File: src/verilog/pg_mask_pkg.sv
package pg_mask_pkg;

  // ------------------------------------------------------------
  // Register map
  // ------------------------------------------------------------
  // Printed offsets are register indices; the byte address is four times the index.
  localparam logic [7:0] B_RAIL_MASK_IDX = 8'hA8;
  localparam logic [7:0] B_AUX_MASK_IDX = 8'hA9;
  localparam logic [7:0] C_RAIL_MASK_IDX = 8'hAA;
  localparam logic [7:0] C_AUX_MASK_IDX = 8'hAB;
  localparam int ADDR_W = 12;
  localparam int NUM_MASK_REGS = 4;
  localparam int MASK_W = 8;

  // Slot numbers inside the mask array.
  localparam logic [1:0] SLOT_B_RAIL = 2'h0;
  localparam logic [1:0] SLOT_B_AUX = 2'h1;
  localparam logic [1:0] SLOT_C_RAIL = 2'h2;
  localparam logic [1:0] SLOT_C_AUX = 2'h3;

  // ------------------------------------------------------------
  // Field positions
  // ------------------------------------------------------------
  localparam int AUX_LDO_TWO_MASK_BIT = 7;
  localparam int LOAD_SWITCH_A_MASK_BIT = 6;
  localparam int STEP_DOWN_SIX_MASK_BIT = 5;
  localparam int STEP_DOWN_ONE_MASK_BIT = 0;
  localparam int CONTROL_INPUT_FIVE_MASK_BIT = 7;
  localparam int CONTROL_INPUT_FOUR_MASK_BIT = 6;
  localparam int CONTROL_INPUT_TWO_MASK_BIT = 5;
  localparam int CONTROL_INPUT_ONE_MASK_BIT = 4;
  localparam int TERMINATION_LDO_MASK_BIT = 3;
  localparam int SHARED_SWITCH_LDO_MASK_BIT = 2;
  localparam int LOAD_SWITCH_B1_MASK_BIT = 1;
  localparam int AUX_LDO_THREE_MASK_BIT = 0;

  // ------------------------------------------------------------
  // Reset values
  // ------------------------------------------------------------
  // Held only until the one-time-programmed values are loaded.
  localparam logic [7:0] MASK_ASYNC_RESET_VAL = 8'h00;
  localparam logic [31:0] RDATA_RESET_VAL = 32'h0000_0000;

  // ------------------------------------------------------------
  // Carriers
  // ------------------------------------------------------------
  // Same bit order as the rail mask registers.
  typedef struct packed {
    logic aux_ldo_two;
    logic load_switch_a;
    logic [5:0] step_down;
  } rail_group_t;

  // Raw power-good and pin levels of the auxiliary group.
  typedef struct packed {
    logic control_input_five;
    logic control_input_four;
    logic control_input_two;
    logic control_input_one;
    logic termination_ldo;
    logic load_switch_b2;
    logic aux_ldo_one;
    logic load_switch_b1;
    logic aux_ldo_three;
  } aux_sources_t;

  typedef struct packed {
    logic [7:0] b_rail;
    logic [7:0] b_aux;
    logic [7:0] c_rail;
    logic [7:0] c_aux;
  } mask_set_t;

endpackage

File: src/verilog/power_good_mask_tree.sv
// The APB register port was decided locally.
`timescale 1ns/1ps
// What this block does
// Output B has an eight-bit rail mask register at A8h: bit 7 aux LDO two, bit 6 load switch A, bits 5..0 step-down six..one.
// A clear aux LDO two mask bit lets that rail's power-good into the tree and a set bit ignores it.
// A clear load switch A mask bit includes its power-good and a set bit drops it.
// Each step-down mask bit, bit 0 for rail one up to bit 5 for rail six, includes when clear and excludes when set.
// Output B has a second mask register at A9h: bits 7..4 control inputs five, four, two, one; bits 3..0 termination LDO, shared source, switch B1, aux LDO three.
// A clear control-input mask bit lets that pin's sampled state into the tree and a set bit ignores it.
// The termination LDO mask bit 3 includes its power-good when clear and excludes it when set.
// Mask bit 2 gates a shared source, switch B2 or aux LDO one, chosen by one-time-programmed configuration.
// Mask bit 1 of the second register includes switch B1's power-good when clear and excludes it when set.
// Mask bit 0 of the second register includes aux LDO three's power-good when clear and excludes it when set.
// Output C has a rail mask register at AAh with the same layout and meaning as output B's first register.
// Every mask field resets to a one-time-programmed value and is readable and writable.
// A power-good output asserts only when every unmasked source is good; masked sources have no effect.
// A mask write changes the combination feeding its output from the next clock cycle on.
// Output C has a second mask register at ABh with the layout of output B's second register.
module power_good_mask_tree (
  input wire logic sys_clk_i,
  input wire logic nrst_i,
  input wire logic psel_i,
  input wire logic penable_i,
  input wire logic pwrite_i,
  input wire logic [pg_mask_pkg::ADDR_W-1:0] paddr_i,
  input wire logic [31:0] pwdata_i,
  input wire logic [3:0] pstrb_i,
  input wire pg_mask_pkg::mask_set_t otp_mask_i,
  input wire logic otp_shared_is_ldo_i,
  input wire pg_mask_pkg::rail_group_t rail_pg_i,
  input wire pg_mask_pkg::aux_sources_t aux_pg_i,
  output logic [31:0] prdata_o,
  output logic pready_o,
  output logic pslverr_o,
  output logic pg_output_b_o,
  output logic pg_output_c_o
);
  import pg_mask_pkg::*;

  // ------------------------------------------------------------
  // Decode
  // ------------------------------------------------------------
  function automatic logic [2:0] decode_slot(input logic [ADDR_W-1:0] addr);
    logic [2:0] res;
    res = 3'h4;
    if (addr == ADDR_W'({B_RAIL_MASK_IDX, 2'b00})) begin
      res = {1'b0, SLOT_B_RAIL};
    end else if (addr == ADDR_W'({B_AUX_MASK_IDX, 2'b00})) begin
      res = {1'b0, SLOT_B_AUX};
    end else if (addr == ADDR_W'({C_RAIL_MASK_IDX, 2'b00})) begin
      res = {1'b0, SLOT_C_RAIL};
    end else if (addr == ADDR_W'({C_AUX_MASK_IDX, 2'b00})) begin
      res = {1'b0, SLOT_C_AUX};
    end
    return res;
  endfunction

  // A source counts when it is good or its mask bit is set.
  function automatic logic tree_good(input logic [7:0] pg, input logic [7:0] mask);
    return &(pg | mask);
  endfunction

  logic [7:0] mask_reg [NUM_MASK_REGS];
  logic loaded_reg;
  logic pready_reg;
  logic pslverr_reg;
  logic [31:0] prdata_reg;
  logic pg_b_reg;
  logic pg_c_reg;
  logic [2:0] slot;
  logic access_done;
  logic [7:0] aux_pg;

  assign slot = decode_slot(paddr_i);
  assign access_done = psel_i & penable_i & pready_reg;

  // ------------------------------------------------------------
  // One-time-programmed load
  // ------------------------------------------------------------
  // The reset only clears; the programmed values arrive on the first edge after release.
  always_ff @(posedge sys_clk_i or negedge nrst_i) begin
    if (!nrst_i) begin
      loaded_reg <= 1'b0;
    end else begin
      loaded_reg <= 1'b1;
    end
  end

  // ------------------------------------------------------------
  // Mask registers
  // ------------------------------------------------------------
  genvar gi;
  generate
    for (gi = 0; gi < NUM_MASK_REGS; gi++) begin : g_mask
      always_ff @(posedge sys_clk_i or negedge nrst_i) begin
        if (!nrst_i) begin
          mask_reg[gi] <= MASK_ASYNC_RESET_VAL;
        end else if (!loaded_reg) begin
          mask_reg[gi] <= otp_mask_i[(NUM_MASK_REGS-1-gi)*MASK_W +: MASK_W];
        end else if (access_done && pwrite_i && pstrb_i[0] && slot == {1'b0, 2'(gi)}) begin
          mask_reg[gi] <= pwdata_i[7:0];
        end
      end
    end
  endgenerate

  // ------------------------------------------------------------
  // APB slave
  // ------------------------------------------------------------
  // One wait-free access phase; held off until the programmed load is done so software never races it.
  always_ff @(posedge sys_clk_i or negedge nrst_i) begin
    if (!nrst_i) begin
      pready_reg <= 1'b0;
    end else begin
      pready_reg <= psel_i & ~pready_reg & loaded_reg;
    end
  end

  always_ff @(posedge sys_clk_i or negedge nrst_i) begin
    if (!nrst_i) begin
      pslverr_reg <= 1'b0;
    end else begin
      pslverr_reg <= psel_i & ~pready_reg & loaded_reg & slot[2];
    end
  end

  always_ff @(posedge sys_clk_i or negedge nrst_i) begin
    if (!nrst_i) begin
      prdata_reg <= RDATA_RESET_VAL;
    end else if (psel_i && !pready_reg && !pwrite_i && !slot[2]) begin
      prdata_reg <= {24'h000000, mask_reg[slot[1:0]]};
    end else begin
      prdata_reg <= RDATA_RESET_VAL;
    end
  end

  // ------------------------------------------------------------
  // Power-good trees
  // ------------------------------------------------------------
  // Bit 2 follows one source only, picked by the programmed option.
  assign aux_pg = {aux_pg_i.control_input_five, aux_pg_i.control_input_four,
                   aux_pg_i.control_input_two, aux_pg_i.control_input_one,
                   aux_pg_i.termination_ldo,
                   otp_shared_is_ldo_i ? aux_pg_i.aux_ldo_one : aux_pg_i.load_switch_b2,
                   aux_pg_i.load_switch_b1, aux_pg_i.aux_ldo_three};

  // Outputs are registered, so a mask written at one edge shows on the pins one edge later.
  always_ff @(posedge sys_clk_i or negedge nrst_i) begin
    if (!nrst_i) begin
      pg_b_reg <= 1'b0;
    end else begin
      pg_b_reg <= loaded_reg & tree_good(rail_pg_i, mask_reg[SLOT_B_RAIL])
                  & tree_good(aux_pg, mask_reg[SLOT_B_AUX]);
    end
  end

  always_ff @(posedge sys_clk_i or negedge nrst_i) begin
    if (!nrst_i) begin
      pg_c_reg <= 1'b0;
    end else begin
      pg_c_reg <= loaded_reg & tree_good(rail_pg_i, mask_reg[SLOT_C_RAIL])
                  & tree_good(aux_pg, mask_reg[SLOT_C_AUX]);
    end
  end

  assign prdata_o = prdata_reg;
  assign pready_o = pready_reg;
  assign pslverr_o = pslverr_reg;
  assign pg_output_b_o = pg_b_reg;
  assign pg_output_c_o = pg_c_reg;

endmodule

File: config.mk
export PLATFORM = sky130hd
export DESIGN_NAME = power_good_mask_tree
export DESIGN_NICKNAME = d
export VERILOG_FILES = /design/src/verilog/pg_mask_pkg.sv /design/src/verilog/power_good_mask_tree.sv
export SDC_FILE = /design/constraint.sdc
export NUM_CORES = 1
export LEC_CHECK = 0
export BUFFER_PORTS_ARGS = -buffer_cell sky130_fd_sc_hd__buf_2
export CORE_UTILIZATION = 41
export DETAILED_ROUTE_END_ITERATION = 10
export GPL_TIMING_DRIVEN = 0
export HOLD_SLACK_MARGIN = 0.05
export MAX_ROUTING_LAYER = met4
export PLACE_DENSITY = 0.88
export SKIP_LAST_GASP = 1
export SYNTH_ARGS = -nofsm -noshare
export SYNTH_HDL_FRONTEND = slang
export SYNTH_SLANG_ARGS = --single-unit
File: constraint.sdc
create_clock -name sys_clk_i -period 1.5 [get_ports sys_clk_i]
set_input_delay 0.075 -clock sys_clk_i [delete_from_list [all_inputs] [get_ports sys_clk_i]]
set_output_delay 0.075 -clock sys_clk_i [all_outputs]
set_load 0.01 [all_outputs]
==> summary.txt <==
Status
  – Result of the run: finished with violations
  – Violations in the final reports: negative setup slack

Routing
  – Number of vias after detailed routing: around 3.2k
  – Initial drt markers: about 290
  – Antenna violation net count after detailed routing: 0
  – DRT Pass-1 Iters: 6
  – Drc violations: 0
  – WL/cell: about 19 um
  – Total wirelength of the detailed-routed design: around 10000 um
  – Routed vias/inst: between 5 and 6

Synthesis
  – Sequential cell area fraction in the yosys report: between 40% and 50%
  – Fraction of the mapped netlist area in compound gates: between 20% and 30%
  – Count of distinct cell types in the synthesized netlist: 38
  – Multiplexer area fraction after synthesis: 3.43%
  – Cell type with the largest total area after synthesis: dfrtp_1
  – Warning count from the yosys run: 0
  – Average cell area after synthesis: between 8 and 9 sq um
  – Share of Yosys cell area claimed by the top area cell type: a little over two fifths
  – Number of instances in the synthesized netlist: between 300 and 400
  – Simple-Gate Fraction of Synth Area: between 20 and 25%
  – Cell area after technology mapping: 0.00267 sq mm
  – Fraction of synthesized cell area in xor and xnor cells: 0%
  – Top cells by area in the synthesized netlist: dfrtp_1, a31oi_1, nor2_1
  – Adder and majority cell fraction of the synthesized area: 0%
  – Combinational family with the most area after synthesis: compound AO/OA/AOI/OAI gates
  – Flip-flop and latch count after synthesis: between 40 and 50

Power and ir drop
  – Power density relative to cell area: approximately 730 mW/mm^2
  – Net load switching power: between 0.0008 and 0.0009 W
  – Reg power frac: 46.9%
  – Leakage dissipation: 1.86 nW
  – P_int: 0.00215 W
  – Power share of the combinational group: 20.7%
  – Sw Ratio: around 28%
  – Clock power share: ~32%
  – Worst-case vdd ir drop: roughly 0.48 mV
  – Post-layout power: between 0.002 and 0.003 W

Worst setup path
  – R2R depth: 5
  – CP max-delay cell: or4b_4
  – Cell breakdown of the critical path: buf_6 > or4b_4 > or3_4 > or4b_4 > a221oi_2
  – Launch point of the worst reg-to-reg path: pready_o$_DFF_PN0_
  – CP most frequent cell: or4b_4
  – Type of element capturing the critical path: flop
  – Worst EP arrival: between 1500 and 2000 ps
  – Reg-to-Reg End: mask_reg[3]$_DFFE_PN0P_
  – Max incr delay on CP: 600 ps
  – CP required: around 1700 ps
  – Critical path start-end classification: input pin to flop
  – FF-to-FF setup slack: around 20 ps
  – Critical path startpoint category: input pin
  – CP max FO: 6

STA
  – Post-Route Hold Slack: about 53 ps
  – Clock Skew: approximately 9 ps
  – Count of endpoints failing setup in the final report: 40
  – RSZ-0062 raised after global routing: true
  – Setup WS post-layout: -218 ps
  – Relative slew slack: 30.7%
  – Highest attainable clock frequency: 582 MHz
  – TNS Setup: -4650 ps
  – Min Clock Period, post-route: approximately 1700 ps
  – Slew at the pin closest to its max-slew limit: 1040 ps
  – Number of hold violations in the final report: 0
  – Fin. max-slew vios: 0
  – Tcrit/Tclk final: 115%

Floorplan
  – Starting Density: 42.2%
  – Die outline width: roughly 83 um
  – # rows: 29
  – I/O pin total: 139
  – Area of the placeable core: roughly 0.0063 sq mm
  – Die Outline Area: a little under 0.007 sq mm
  – Die Height: around 83 um

Worst hold path
  – Endpoint of the worst hold-timing path: mask_reg[26]$_DFFE_PN0P_
  – Class of the worst hold path: input pin to flop
  – Critical hold path startpoint: otp_mask_i[26]
  – Hold-critical path depth: 3

GRT
  – Via count of the first global-routing pass: 2782
  – Pin count of the biggest net entering global routing: 46
  – GRT overflow: 0
  – Overall Global Routing Usage: 30.0%
  – Wire length of the first global-routing pass: roughly 14000 um
  – Antenna violations before repair: 0

Placement
  – Post-DP HPWL: slightly above 7000 um
  – Placed instance area: approximately 0.0033 sq mm
  – Count of buffers from port buffering: between 80 and 90
  – Placer's final routability congestion estimate: about 1
  – Post-placement worst setup slack: -789 ps

Cells and area
  – Post-route cell area: 0.00408 sq mm
  – Number of nets at the end of the flow: approximately 570
  – Max reg flops: 32
  – Fraction of final layout cells with drive strength greater than 1: 39.1%
  – Layout overhead on the synthesized area: 52.9%
  – Antenna diode count: 0

CTS
  – Clk slew on worst S/H paths: ~90 ps
  – Number of clock sinks: 45
  – Clock tree from TritonCTS: built
  – Clock insertion delay at the later pin of the skew report: roughly 300 ps
  – Cts bufs inserted: 5
  – Maximum buffer depth of the clock tree: 2
  – H-tree depth reported by CTS: 2
  – Root buf cell: clkbuf_8

Run
  – Max-capacitance violation count: 0
==> stage by stage <==
stage	std cells	util (%)
final	547	64.6
after global routing	547	64.6
after CTS	533	60.9
after detailed placement	496	52.1
after global placement	496	52.1
after floorplan	333	-
==> cell type report <==
class | instances | area, sq um
plain buffers | 45 | 352
inverters | 1 | 3.75
clock inverters | 1 | 30.0
flip-flops and latches | 45 | 1130
fillers | 556 | 2240
clock buffers | 7 | 86.3
well taps | 77 | 96.3
multi-input cells | 239 | 1480
repair buffers | 132 | 901
==> layout by cell type, fill, tap and decap left out, drive strengths merged, types with 2 or more instances in the layout <==
master / netlist / layout
a211oi: 2 / 2
a21o: 2 / 2
a221oi: 5 / 5
a31oi: 34 / 34
and2: 5 / 5
buf: 27 / 133
clkbuf: 21 / 24
conb: 2 / 25
dfrtp: 45 / 45
dlygate4sd3: 0 / 27
mux2i: 8 / 8
nand2: 2 / 2
nand2b: 2 / 2
nand3: 21 / 21
nand4: 16 / 16
nor2: 50 / 50
nor4: 3 / 3
o21ai: 34 / 34
o22ai: 14 / 14
or4b: 3 / 3
==> critical path, delay by kind of cell <==
kind	cells	cell delay (ps)
AND/OR/NAND/NOR	3	1540
AO/OA/AOI/OAI	1	210
buffers and inverters	1	90
==> power groups by stage <==
stage / clock network (W) / registers [W] / logic, W
final: 0.000966 / 0.00140 / 0.000619
after global routing: 0.00102 / 0.00140 / 0.000677
after CTS: 0.000973 / 0.00139 / 0.000592
after detailed placement: 0 / 0.00141 / 0.000518
after global placement: 0 / 0.00141 / 0.000505
after floorplan: 0 / 0.00136 / 0.000306
==> cells by family after synthesis <==
group | after synthesis
compound gates | 94
flops | 45
other cells | 2
buf+inv | 49
mux | 9
simple gates | 111
==> Yosys cell counts <==
cell	instances
or4bb_1	1
nor4bb_1	1
and2_1	4
nor2b_1	1
a211oi_2	2
or2_2	1
buf_2	1
buf_6	1
a31oi_1	34
nor4_1	3
nand4_1	16
nand2b_1	2
or4_1	1
a221oi_1	4
nand2_1	2
or4b_4	3
clkbuf_1	21
o21ai_0	34
mux2i_1	8
dfrtp_1	45
a22oi_1	1
o2bb2ai_1	1
or3_1	1
a221oi_2	1
mux2_2	1
a21oi_1	1
conb_1	2
and3b_1	1
inv_1	1
o22ai_1	14
buf_1	1
nor3_2	1
buf_4	24
nor2_1	50
nand3_1	21
a21o_1	2
and2_0	1
and3_1	1
==> how the worst max path moves through the flow <==
stage,from,to,slack (ps),cells after the start
detailed placement,paddr_i[8],mask_reg[1]$_DFFE_PN0P_,-790,6
finish,paddr_i[10],prdata_o[5]$_DFF_PN0_,-220,5
CTS,paddr_i[0],prdata_o[5]$_DFF_PN0_,-240,5
global placement,paddr_i[8],mask_reg[22]$_DFFE_PN0P_,-710,6
global route,paddr_i[1],mask_reg[20]$_DFFE_PN0P_,-260,10
floorplan,paddr_i[6],prdata_o[5]$_DFF_PN0_,-510,6
==> routing by layer <==
metal / vias to the layer above / global-route usage [%] / part of all wire (%)
li1: 1423 / - / -
met1: 1480 / 39.3 / 39
met2: 233 / 46.9 / 48
met3: 32 / 5.71 / 11
met4: 0 / 9.31 / 2.8
met5: - / - / 0
==> timing repair <==
item	in CTS	in global routing
buffers inserted	5	11
hold buffers	27	0
endpoints found under the setup margin	40	40
hold endpoints to repair	71	0
pin swaps	7	36
gates cloned	0	3
resized for setup	64	41
Power figures use the tool's default switching activity.
